<file path="src/rtl/logic_ops_params.svh">
// Constants for the logical-operation datapath: opcodes, cycle counts, resets.
// Assumes inclusion by bare name from the design files; definitions only.
`ifndef LOGIC_OPS_PARAMS_SVH
`define LOGIC_OPS_PARAMS_SVH
// Opcode groups: upper nibble selects the operation
`define LOP_GRP_OR 4'h4
`define LOP_GRP_AND 4'h5
`define LOP_GRP_XOR 4'h6
// Lower-nibble addressing forms
`define LOP_LO_DIR_ACC 4'h2
`define LOP_LO_DIR_IMM 4'h3
`define LOP_LO_ACC_IMM 4'h4
`define LOP_LO_ACC_DIR 4'h5
// Single-operand accumulator opcodes
`define LOP_OP_ROT_R 8'h03
`define LOP_OP_ROT_RC 8'h13
`define LOP_OP_ROT_L 8'h23
`define LOP_OP_ROT_LC 8'h33
`define LOP_OP_ZERO 8'he4
`define LOP_OP_INV 8'hf4
// Reset values
`define LOP_ACC_RESET 8'h00
`define LOP_CY_RESET 1'b0
`define LOP_WE_RESET 1'b0
`define LOP_WB_RESET 8'h00
// Machine cycles for the immediate-to-direct form
`define LOP_IMM_DIR_CYCLES 2'h2
`endif

</file>
<file path="src/rtl/logic_ops_pkg.sv">
// Types for the logical-operation datapath.
// Assumes nothing beyond a SystemVerilog compiler.
package logic_ops_pkg;
  typedef enum logic [2:0] {
    OP_NONE, OP_AND, OP_OR, OP_XOR, OP_ZERO, OP_INV, OP_ROT
  } op_kind_t;
  typedef enum logic [2:0] {
    SRC_NONE, SRC_WREG, SRC_DIRECT, SRC_INDIRECT, SRC_IMM, SRC_ACC
  } src_kind_t;
  typedef enum logic {ST_IDLE, ST_WRITE} seq_state_t;
endpackage

</file>
<file path="src/rtl/logic_ops_decode.sv">
// Opcode decoder: classifies an opcode into operation, source and length.
// Assumes a full opcode byte from fetch logic on the same clock.
`timescale 1ns/1ps
`include "logic_ops_params.svh"
module logic_ops_decode (
  input wire logic [7:0] opcode,
  output logic_ops_pkg::op_kind_t op,
  output logic_ops_pkg::src_kind_t src,
  output logic to_direct,
  output logic [1:0] length,
  output logic [1:0] cycles
);
  // Combinational classification of the opcode
  always_comb
  begin
    op = logic_ops_pkg::OP_NONE;
    src = logic_ops_pkg::SRC_NONE;
    to_direct = 1'b0;
    length = 2'h1;
    cycles = 2'h1;
    case (opcode[7:4])
      `LOP_GRP_AND: op = logic_ops_pkg::OP_AND;
      `LOP_GRP_OR: op = logic_ops_pkg::OP_OR;
      `LOP_GRP_XOR: op = logic_ops_pkg::OP_XOR;
      default: op = logic_ops_pkg::OP_NONE;
    endcase
    if (op != logic_ops_pkg::OP_NONE)
    begin
      if (opcode[3])
        src = logic_ops_pkg::SRC_WREG;
      else if (opcode[3:1] == 3'h3)
        src = logic_ops_pkg::SRC_INDIRECT;
      else
      begin
        case (opcode[3:0])
          `LOP_LO_ACC_IMM:
          begin
            src = logic_ops_pkg::SRC_IMM;
            length = 2'h2;
          end
          `LOP_LO_ACC_DIR:
          begin
            src = logic_ops_pkg::SRC_DIRECT;
            length = 2'h2;
          end
          `LOP_LO_DIR_ACC:
          begin
            src = logic_ops_pkg::SRC_ACC;
            to_direct = 1'b1;
            length = 2'h2;
          end
          `LOP_LO_DIR_IMM:
          begin
            src = logic_ops_pkg::SRC_IMM;
            to_direct = 1'b1;
            length = 2'h3;
            cycles = `LOP_IMM_DIR_CYCLES;
          end
          default: op = logic_ops_pkg::OP_NONE;
        endcase
      end
    end
    else
    begin
      case (opcode)
        `LOP_OP_ZERO: op = logic_ops_pkg::OP_ZERO;
        `LOP_OP_INV: op = logic_ops_pkg::OP_INV;
        `LOP_OP_ROT_R, `LOP_OP_ROT_RC, `LOP_OP_ROT_L, `LOP_OP_ROT_LC: op = logic_ops_pkg::OP_ROT;
        default: op = logic_ops_pkg::OP_NONE;
      endcase
    end
  end
endmodule // logic_ops_decode

</file>
<file path="src/rtl/logical_ops_datapath.sv">
// Logical-operation datapath: accumulator, carry and direct-byte write-back.
// Assumes core fetch logic presents opcode, operand bytes and operand data,
// all on ref_clk; one issue pulse per machine cycle when ready is high.
// Direct operands are taken as they stand in the issue cycle; a store still
// in flight here must be forwarded by the core itself.
//
// What this block does
// - AND accumulator with register, direct, indirect or immediate into accumulator
// - OR accumulator with register, direct, indirect or immediate into accumulator
// - XOR accumulator with register, direct, indirect or immediate into accumulator
// - AND/OR/XOR accumulator into a direct byte, writing that byte back
// - Immediate into direct byte: three bytes, two machine cycles, write back
// - Register or indirect forms one byte; direct or immediate to accumulator two
// - Clear forces accumulator to zero, one byte, one cycle
// - Complement inverts every accumulator bit, one byte, one cycle
// - Rotate left, top bit to bit zero, carry untouched
// - Rotate left via carry as a nine-bit ring
// - Rotate right, bit zero to top bit, carry untouched
// - Rotate right via carry: bit zero to carry, carry to top bit
// - Indirect source is RAM addressed by working register zero or one
// - Immediate operand is the 8-bit byte following the opcode; for immediate into direct byte, the third byte
`timescale 1ns/1ps
`include "logic_ops_params.svh"
module logical_ops_datapath (
  input wire logic ref_clk,
  input wire logic resetn,
  input wire logic issue,
  input wire logic [7:0] opcode,
  input wire logic [7:0] operand_imm,
  input wire logic [7:0] operand_imm2,
  input wire logic [7:0] wreg_data,
  input wire logic [7:0] direct_data,
  input wire logic [7:0] indirect_data,
  output logic ready,
  output logic accepted,
  output logic [1:0] instr_length,
  output logic [2:0] wreg_sel,
  output logic ind_ptr_sel,
  output logic [7:0] direct_addr,
  output logic [7:0] acc,
  output logic carry,
  output logic direct_we,
  output logic [7:0] direct_wdata,
  output logic [7:0] direct_waddr
);
  // Decoded view of the presented opcode
  logic_ops_pkg::op_kind_t op;
  logic_ops_pkg::src_kind_t src;
  logic to_direct;
  logic [1:0] length;
  logic [1:0] cycles;

  // Architectural state and its next values
  logic_ops_pkg::seq_state_t state_q;
  logic [7:0] acc_q;
  logic cy_q;
  logic [7:0] acc_d;
  logic cy_d;

  // Datapath and direct-byte write-back
  logic [7:0] operand;
  logic [7:0] bitwise;
  logic [7:0] result_q;
  logic [7:0] waddr_q;
  logic we_q;
  logic take;

  // Opcode classification shared by operand mux, sequencer and length output
  logic_ops_decode i_logic_ops_decode (
    .opcode(opcode),
    .op(op),
    .src(src),
    .to_direct(to_direct),
    .length(length),
    .cycles(cycles)
  );

  // Handshake: a second cycle of immediate-to-direct blocks new issue
  assign ready = (state_q == logic_ops_pkg::ST_IDLE);
  assign take = issue && ready && (op != logic_ops_pkg::OP_NONE);
  assign accepted = take;

  // Byte count of the presented instruction, for the fetch logic
  assign instr_length = length;

  // Register-file select and indirect pointer select, straight from the opcode
  assign wreg_sel = opcode[2:0];
  assign ind_ptr_sel = opcode[0];

  // Direct address is the second instruction byte
  assign direct_addr = operand_imm;

  // Operand selection
  always_comb
  begin
    case (src)
      logic_ops_pkg::SRC_WREG: operand = wreg_data;
      logic_ops_pkg::SRC_DIRECT: operand = direct_data;
      logic_ops_pkg::SRC_INDIRECT: operand = indirect_data;
      logic_ops_pkg::SRC_IMM: operand = to_direct ? operand_imm2 : operand_imm;
      logic_ops_pkg::SRC_ACC: operand = acc_q;
      default: operand = 8'h00;
    endcase
  end

  // Bitwise combine; direct destinations combine with the byte read back,
  // so the second operand is then the accumulator, or the third byte for immediate-to-direct
  always_comb
  begin
    logic [7:0] left;
    left = to_direct ? direct_data : acc_q;
    case (op)
      logic_ops_pkg::OP_AND: bitwise = left & operand;
      logic_ops_pkg::OP_OR: bitwise = left | operand;
      logic_ops_pkg::OP_XOR: bitwise = left ^ operand;
      default: bitwise = left;
    endcase
  end

  // Next accumulator value for every recognised operation
  always_comb
  begin
    acc_d = acc_q;
    case (op)
      logic_ops_pkg::OP_AND, logic_ops_pkg::OP_OR, logic_ops_pkg::OP_XOR:
        if (!to_direct)
          acc_d = bitwise;
      logic_ops_pkg::OP_ZERO: acc_d = 8'h00;
      logic_ops_pkg::OP_INV: acc_d = ~acc_q;
      logic_ops_pkg::OP_ROT:
      begin
        case (opcode)
          `LOP_OP_ROT_L: acc_d = {acc_q[6:0], acc_q[7]};
          `LOP_OP_ROT_LC: acc_d = {acc_q[6:0], cy_q};
          `LOP_OP_ROT_R: acc_d = {acc_q[0], acc_q[7:1]};
          `LOP_OP_ROT_RC: acc_d = {cy_q, acc_q[7:1]};
          default: acc_d = acc_q;
        endcase
      end
      default: acc_d = acc_q;
    endcase
  end

  // Next carry; the bitwise group, clear and complement never reach it
  always_comb
  begin
    cy_d = cy_q;
    case (opcode)
      `LOP_OP_ROT_LC: cy_d = acc_q[7];
      `LOP_OP_ROT_RC: cy_d = acc_q[0];
      default: cy_d = cy_q;
    endcase
  end

  // Accumulator, loaded at the edge that takes the instruction
  always_ff @(posedge ref_clk or negedge resetn)
  begin
    if (!resetn)
      acc_q <= `LOP_ACC_RESET;
    else if (take)
      acc_q <= acc_d;
  end

  // Carry flag, loaded alongside the accumulator
  always_ff @(posedge ref_clk or negedge resetn)
  begin
    if (!resetn)
      cy_q <= `LOP_CY_RESET;
    else if (take)
      cy_q <= cy_d;
  end

  // Two-cycle sequencer for the immediate-to-direct form; its second cycle
  // refuses new issue so the store gets a cycle of its own
  always_ff @(posedge ref_clk or negedge resetn)
  begin
    if (!resetn)
      state_q <= logic_ops_pkg::ST_IDLE;
    else
    begin
      case (state_q)
        logic_ops_pkg::ST_IDLE:
          if (take && cycles == `LOP_IMM_DIR_CYCLES)
            state_q <= logic_ops_pkg::ST_WRITE;
        logic_ops_pkg::ST_WRITE: state_q <= logic_ops_pkg::ST_IDLE;
        default: state_q <= logic_ops_pkg::ST_IDLE;
      endcase
    end
  end

  // Write strobe: next cycle for an accumulator source, after the stall otherwise
  always_ff @(posedge ref_clk or negedge resetn)
  begin
    if (!resetn)
      we_q <= `LOP_WE_RESET;
    else if (state_q == logic_ops_pkg::ST_WRITE)
      we_q <= 1'b1;
    else
      we_q <= take && to_direct && (cycles != `LOP_IMM_DIR_CYCLES);
  end

  // Stored byte and its address, held until the next direct store
  always_ff @(posedge ref_clk or negedge resetn)
  begin
    if (!resetn)
    begin
      result_q <= `LOP_WB_RESET;
      waddr_q <= `LOP_WB_RESET;
    end
    else if (take && to_direct)
    begin
      result_q <= bitwise;
      waddr_q <= operand_imm;
    end
  end

  // Outputs straight from their registers
  assign acc = acc_q;
  assign carry = cy_q;
  assign direct_we = we_q;
  assign direct_wdata = result_q;
  assign direct_waddr = waddr_q;
endmodule // logical_ops_datapath
</file>
<file path="config.mk">
export PLATFORM = sky130hd
export DESIGN_NAME = logical_ops_datapath
export DESIGN_NICKNAME = d
export VERILOG_FILES = /design/src/rtl/logic_ops_pkg.sv /design/src/rtl/logic_ops_decode.sv /design/src/rtl/logical_ops_datapath.sv
export VERILOG_INCLUDE_DIRS = /design/src /design/src/rtl
export SDC_FILE = /design/constraint.sdc
export NUM_CORES = 1
export LEC_CHECK = 0
export BUFFER_PORTS_ARGS = -buffer_cell sky130_fd_sc_hd__buf_2
export CORE_ASPECT_RATIO = 1.4
export CORE_MARGIN = 5
export CORE_UTILIZATION = 56
export DETAILED_ROUTE_END_ITERATION = 10
export GPL_ROUTABILITY_DRIVEN = 0
export PLACE_DENSITY = 0.87
export SETUP_SLACK_MARGIN = 0.02
export SKIP_CTS_REPAIR_TIMING = 1
export SYNTH_ARGS = -nofsm -noshare
export SYNTH_HDL_FRONTEND = slang
export SYNTH_SLANG_ARGS = --single-unit
</file>
<file path="constraint.sdc">
create_clock -name ref_clk -period 5.6 [get_ports ref_clk]
set_input_delay 1.68 -clock ref_clk [delete_from_list [all_inputs] [get_ports ref_clk]]
set_output_delay 1.68 -clock ref_clk [all_outputs]
set_load 0.05 [all_outputs]
</file>
==> results.yml, run 1 <==
logic_synthesis:
  synthesis.area_um2: 2840
  async_flop_share_pct: 100
  ys_warn_count: 0
  synth_fp_nets: 390
  yosysMostFrequentCell: "nand2_1"
  yosysTopAreaCell: "dfrtp_1"
  synth_edf_count: 0
  synthCells: 323
  ys_types: 50
  synth-seq-cells: 27
  synth_top_area_share_pct: 23.8
  syn_area_per_cell_um2: 8.78
  ys.flop_type: "dfrtp_1"
  synthTopCellsByCount: "nand2_1 (41), dfrtp_1 (27), mux2i_1 (24)"
  synth_area_leaders: "dfrtp_1 (24%), mux2i_1 (8.5%), ha_1 (7.1%), mux2_2 (5.6%), nand2_1 (5.4%)"
  ys_seq_area_share_pct: 23.8
layout:
  fill_cells: 411
  finish.net_count: 454
  final_cells: 450
  area_growth_pct: 13.4
  drive_above_1_share_pct: 33.2
  antennaDiodeCount: 0
place:
  portBuffers: 92
  hpwl_um: 6270
  dp.cells: 446
min_path:
  hp-class: "flop to flop"
drt:
  first_pass_iters: 4
  drt_first_iter_violations: 129
  avgViaCountPerCell: 6.21
  wirelength_um: 8070
  via_count: 2796
  ant_nets: 0
  drc: 0
  wl_per_cell_um: 17.9
sta:
  rsz0062_at_grt: "no"
  hold_viol_final: 0
  finalSetupTns_ps: 0
  worstMarginPinSlew_ps: 1090
  setup_viol: 0
  period_share_pct: 89.6
  max_freq_ghz: 0.199
  layout_min_cycle_time_ps: 5020
  drv_slew: 0
  slew_headroom_pct: 26.7
  clock-skew-final_ps: 3.72
run_status:
  outcome: "completed"
setup_path:
  r2r_slack_ps: 3460
  arrival_ps: 3340
  criticalPathCategory: "input pin to primary output"
  cp_max_fo: 28
  critPathCaptureType: "primary output"
  start_kind: "input pin"
  required_ps: 3920
clock_tree:
  numCtsBuffers: 3
  root_buffer: "clkbuf_8"
  clkTransAtPathRegs_ps: 100
  cts_sinks: 27
  cts_tree: "yes"
  cts_htree_levels: 1
  clock_latency_ps: 280
  clockBufferDepth: 2
floorplanning:
  die_y_um: 94.2
  start_util_pct: 58.1
  rows: 30
  dieArea_um2: 6610
  die_w_um: 70.2
  ios: 93
  core-area_um2: 4880
power:
  p_per_area_nw_per_um2: 245
  cellLeakagePower_nw: 1.62
  peakVddDrop_v: 0.000151
run:
  maxCapViolations: 0
global_routing:
  grt_max_degree: 29
  antenna_found_initial: 0
  grt_pass1_vias: 2769
  grt_pass1_wl_um: 13300
  grt_usage_pct: 24.5
  grt.overflow.total: 0
[flip-flops by register name, summed over array words and instances, names as in the netlist]
register      flops
carry             1
acc               8
state_q           1
direct_wdata      8
direct_we         1
direct_waddr      8
[cell type report]
type | count | area [um^2] | share of cell area, %
multi-input cells | 244 | 1870 | 58.2
flip-flops and latches | 27 | 676 | 21.0
repair buffers | 94 | 475 | 14.8
well taps | 64 | 80.1 | 2.49
inverters | 17 | 63.8 | 1.98
clock buffers | 3 | 41.3 | 1.28
clock inverters | 1 | 7.51 | 0.233
[metal layers]
layer / vias up / share of wire, % / wire length (um) / GRT usage, %
met5: - / 0 / 0 / 0
met4: 0 / 1.5 / 118 / 5.75
met3: 16 / 7.5 / 604 / 4.71
met2: 117 / 53 / 4240 / 46.2
met1: 1338 / 38 / 3100 / 28.0
li1: 1325 / - / - / -
[layout by cell type (no fill, tap or decap), types with 5 or more instances in the layout]
cell type  Yosys  layout
a21oi_1       16      16
nor3b_1        7       7
nor2_1        10      10
o22ai_1        5       5
buf_2          9      92
a22o_1         7       7
mux2_2        14      14
o2111a_1       7       7
dfrtp_1       27      27
nand2_1       41      41
mux2i_1       24      24
nor2b_1        8       8
o2111ai_1      7       7
ha_1          16      16
inv_1         16      16
o21ai_0        8       8
nor3_1         6       6
a31oi_1        7       7
a221o_1        5       5
[cells by family after synthesis]
group	count (synthesis)	synth area share [%]
buffers and inverters	52	10.2
and+or+nand+nor	96	18.6
AOI/OAI and AO/OA	91	25.2
DFF	27	23.8
xor gates and xnor gates	1	0.309
adders and majority gates	16	7.06
muxes	40	14.8
[report_power, final]
part	internal (W)	switching (W)
Clock	0.0000507	0.0000708
Sequential	0.000227	0.0000393
Combinational	0.000126	0.000273
Total	0.000404	0.000383
[path summary, 6_finish.rpt]
check / from / endpoint / depth (start not counted)
max: opcode[5] / accepted / 6
min: direct_waddr[7] / direct_waddr[7] / 1
max reg2reg: acc[6] / acc[6] / 9
min reg2reg: direct_waddr[7] / direct_waddr[7] / 1
max in group asynchronous: resetn / direct_waddr[1] / 1
min in group asynchronous: resetn / direct_we / 1
[per-stage QoR]
stage	setup WS (ps)	hold WS, ps	util [%]	total power (W)	cell area [um^2]
6_report	584	507	65.9	0.000787	3220
5_1_grt	465	526	65.9	0.000828	3220
4_1_cts	608	510	65.9	0.000786	3220
3_5_place_dp	624	485	64.9	0.000665	3170
3_3_place_gp	647	471	64.9	0.000658	3170
2_1_floorplan	643	710	-	0.000564	2840
[critical path, stage by stage]
cell and delay [ps]:
buf_2 400, inv_2 160, nor4_4 550, nor2_1 90, a21oi_1 150, buf_2 280
Power figures use the tool's default switching activity.
==> run 2: changes to the inputs <==
Settings changed: GPL_TIMING_DRIVEN set to 0.
==> results.yml, run 2 (synthesis gave the netlist of run 1 again) <==
run_status:
  outcome: "completed"
drt:
  met1_length_um: 3150
  met2_length_um: 4350
  wl_per_cell_um: 17.5
  drt_first_iter_violations: 253
  wirelength_um: 8390
  met3WireLength_um: 624
  via_count: 2947
  avgViaCountPerCell: 6.14
  ant_nets: 0
  first_pass_iters: 4
  drc: 0
  highest_layer: "met4"
floorplanning:
  start_util_pct: 58.1
  core-area_um2: 4880
  die_w_um: 70.2
  die_y_um: 94.2
  rows: 30
  dieArea_um2: 6610
  ios: 93
setup_path:
  required_ps: 3920
  cpMostUsedCell: "buf_2"
  start_kind: "input pin"
  r2r_cells: 9
  cp_cell_sequence: "buf_2 > nor3b_1 > and2_1 > buf_2 > buf_4 > nor2_1 > a21oi_1 > buf_2"
  slowest_stage: "nor3b_1"
  r2r-end: "acc[1]"
  critPathMaxStageDelay_ps: 430
  r2r_slack_ps: 3490
  critPathCaptureType: "primary output"
  criticalPathCategory: "input pin to primary output"
  regToRegStartpoint: "acc[1]"
  arrival_ps: 3340
  cp_max_fo: 10
layout:
  final_common_cell: "buf_2"
  antennaDiodeCount: 0
  finish.net_count: 484
  drive_above_1_share_pct: 36.3
  area_growth_pct: 20.2
  regArea_um2: 676
  fill_cells: 403
  final_cell_mix: "buf_2 (98), nand2_1 (41), dfrtp_1 (27)"
  multi_input_area_um2: 1870
clock_tree:
  root_buffer: "clkbuf_8"
  numCtsBuffers: 3
  cts_htree_levels: 1
  clock_latency_ps: 290
  cts_tree: "yes"
  cts_sinks: 27
  clockBufferDepth: 2
  clkTransAtPathRegs_ps: 100
global_routing:
  grt_pass1_wl_um: 13400
  antenna_found_initial: 0
  grt_max_degree: 28
  grt_usage_pct: 24.8
  grt.overflow.total: 0
  grt_pass1_vias: 2933
sta:
  slew_headroom_pct: 43.8
  drv_slew: 0
  worst_slack_ps: 582
  layout_min_cycle_time_ps: 5020
  max_freq_ghz: 0.199
  period_share_pct: 89.6
  setup_viol: 0
  hold_viol_final: 0
  clock-skew-final_ps: 4.09
  finalSetupTns_ps: 0
  rsz0062_at_grt: "no"
  worstMarginPinSlew_ps: 837
place:
  portBuffers: 89
  dpl_worst_slack_ps: 663
  hpwl_um: 6750
run:
  maxCapViolations: 0
min_path:
  min_to: "direct_wdata[6]"
  min_from: "direct_wdata[6]"
  hold_depth: 1
  hp-class: "flop to flop"
power:
  peakVddDrop_v: 0.000172
  p_per_area_nw_per_um2: 236
  cellLeakagePower_nw: 1.74
  total_power_w: 0.000803
[run 2: cell count changes in the layout (fill, tap and decap cells not counted), sizes merged]
cell | before | now
clkinvlp | 1 | 0
clkbuf | 3 | 10
buf | 94 | 117
clkinv | 0 | 1
[run 2: how the worst max path moves through the flow]
| stage | from | end | slack (ps) | cells past startpoint |
|---|---|---|---|---|
| after global placement | opcode[7] | accepted | 630 | 8 |
| after CTS | opcode[7] | accepted | 650 | 8 |
| after floorplan | opcode[2] | instr_length[0] | 640 | 4 |
| after global routing | opcode[7] | accepted | 600 | 8 |
| after detailed placement | opcode[7] | accepted | 660 | 8 |
| final | opcode[7] | accepted | 580 | 8 |
[run 2: where the power goes]
group,switching (W),internal [W]
registers,0.0000391,0.000227
logic,0.000279,0.000135
clock network,0.0000721,0.0000503
[run 2: metal layers]
layer,GRT usage [%],vias up
met1,26.3,1400
met4,10.7,0
met3,4.39,25
met2,47.3,141
met5,0,-
li1,-,1381
[run 2: area by class of cell]
cell class	count	area share (%)
plain buffers	35	6.61
multi-input cells	244	54.9
repair buffers	89	13.1
well taps	64	2.35
inverters	17	1.87
clock buffers	3	1.21
flip-flops and latches	27	19.8
clock inverters	1	0.147
[run 2: per-stage QoR]
step	instance area (um^2)	hold slack (ps)	cells	utilization, %
after detailed placement	3360	476	476	68.9
final	3410	496	480	69.8
after global placement	3360	472	476	68.9
after floorplan	2840	710	323	-
after CTS	3410	499	480	69.8
after global routing	3410	509	480	69.8
[run 2: critical path: cells and delay by family]
kind	cells	cell delay [ps]
and+or+nand+nor	3	700
buffers and inverters	4	800
AOI/OAI and AO/OA	1	160
==> run 3: changes to the inputs <==
Settings changed: PLACE_DENSITY 0.87 to unset, PLACE_DENSITY_LB_ADDON set to 0.12.
==> results.yml, run 3 (synthesis gave the netlist of run 1 again) <==
setup_path:
  r2r_slack_ps: 3520
  required_ps: 3920
  critPathCaptureType: "primary output"
  arrival_ps: 3350
  start_kind: "input pin"
  cp_max_fo: 10
  criticalPathCategory: "input pin to primary output"
global_routing:
  grt_max_degree: 28
  grt_pass1_vias: 2953
  grt_usage_pct: 26.2
  antenna_found_initial: 0
  grt_pass1_wl_um: 14200
  grt.overflow.total: 0
sta:
  whs_ps: 506
  worst_slack_ps: 575
  layout_min_cycle_time_ps: 5030
  setup_viol: 0
  slew_headroom_pct: 43.4
  drv_slew: 0
  period_share_pct: 89.7
  worstMarginPinSlew_ps: 843
  clock-skew-final_ps: 2.98
  hold_viol_final: 0
  max_freq_ghz: 0.199
  rsz0062_at_grt: "no"
  finalSetupTns_ps: 0
layout:
  drive_above_1_share_pct: 36.3
  regArea_um2: 676
  fill_cells: 431
  final_common_cell: "buf_2"
  multi_input_area_um2: 1870
  final_core_util_pct: 69.8
  final_cell_area_um2: 3410
  antennaDiodeCount: 0
  finish.net_count: 484
  final_cell_mix: "buf_2 (98), nand2_1 (41), dfrtp_1 (27)"
  area_growth_pct: 20.2
drt:
  avgViaCountPerCell: 6.08
  wl_per_cell_um: 17.7
  drc: 0
  ant_nets: 0
  met2_length_um: 4220
  via_count: 2920
  first_pass_iters: 4
  drt_first_iter_violations: 193
  highest_layer: "met4"
  wirelength_um: 8470
  met1_length_um: 3190
  met3WireLength_um: 780
clock_tree:
  clkTransAtPathRegs_ps: 100
  root_buffer: "clkbuf_8"
  clock_latency_ps: 280
  cts_htree_levels: 1
  cts_sinks: 27
  clockBufferDepth: 2
  numCtsBuffers: 3
  cts_tree: "yes"
run_status:
  outcome: "completed"
floorplanning:
  ios: 93
  dieArea_um2: 6610
  die_y_um: 94.2
  die_w_um: 70.2
  rows: 30
  start_util_pct: 58.1
  core-area_um2: 4880
power:
  peakVddDrop_v: 0.000150
  p_per_area_nw_per_um2: 232
  cellLeakagePower_nw: 1.74
place:
  dpl_worst_slack_ps: 612
  hpwl_um: 6700
  dpl_cell_area_um2: 3360
  portBuffers: 89
min_path:
  hp-class: "flop to flop"
run:
  maxCapViolations: 0
## run 3: layer usage
| metal | up-vias | global-route usage (%) |
|---|---|---|
| met5 | - | 0 |
| met4 | 0 | 11.7 |
| met3 | 31 | 5.25 |
| met2 | 149 | 46.1 |
| met1 | 1363 | 30.5 |
| li1 | 1377 | - |
## run 3: path summary, 6_finish.rpt
| kind | start | to | depth (start not counted) |
|---|---|---|---|
| worst max-delay path | opcode[7] | accepted | 8 |
| worst min-delay path | direct_wdata[6] | direct_wdata[6] | 1 |
| worst max register to register | acc[1] | acc[1] | 9 |
| worst min register to register | direct_wdata[6] | direct_wdata[6] | 1 |
| max in group asynchronous | resetn | direct_wdata[7] | 1 |
| min in group asynchronous | resetn | state_q | 1 |
## run 3: per-stage QoR
step                instances  total power (W)
finish                    480         0.000790
global placement          476         0.000666
detailed placement        476         0.000677
global route              480         0.000838
CTS                       480         0.000793
floorplan                 323         0.000564
## run 3: final cells by class
cell class | count | area share [%]
multi-input cells | 244 | 54.9
flip-flops and latches | 27 | 19.8
repair buffers | 89 | 13.1
plain buffers | 35 | 6.61
well taps | 64 | 2.35
inverters | 17 | 1.87
clock buffers | 3 | 1.21
clock inverters | 1 | 0.147
## run 3: worst max-delay path: stages
cell	delay, ps
buf_2	140
nor3b_1	420
and2_1	180
buf_2	180
buf_4	200
nor2_1	70
a21oi_1	170
buf_2	290
## run 3: power breakdown
| group | switching [W] | internal, W | total (W) | leakage [nW] |
|---|---|---|---|---|
| logic | 0.000275 | 0.000134 | 0.000409 | 1.36 |
| registers | 0.0000382 | 0.000227 | 0.000265 | 0.358 |
| clock network | 0.0000652 | 0.0000500 | 0.000115 | 0.0255 |
| total | 0.000378 | 0.000412 | 0.000790 | 1.74 |
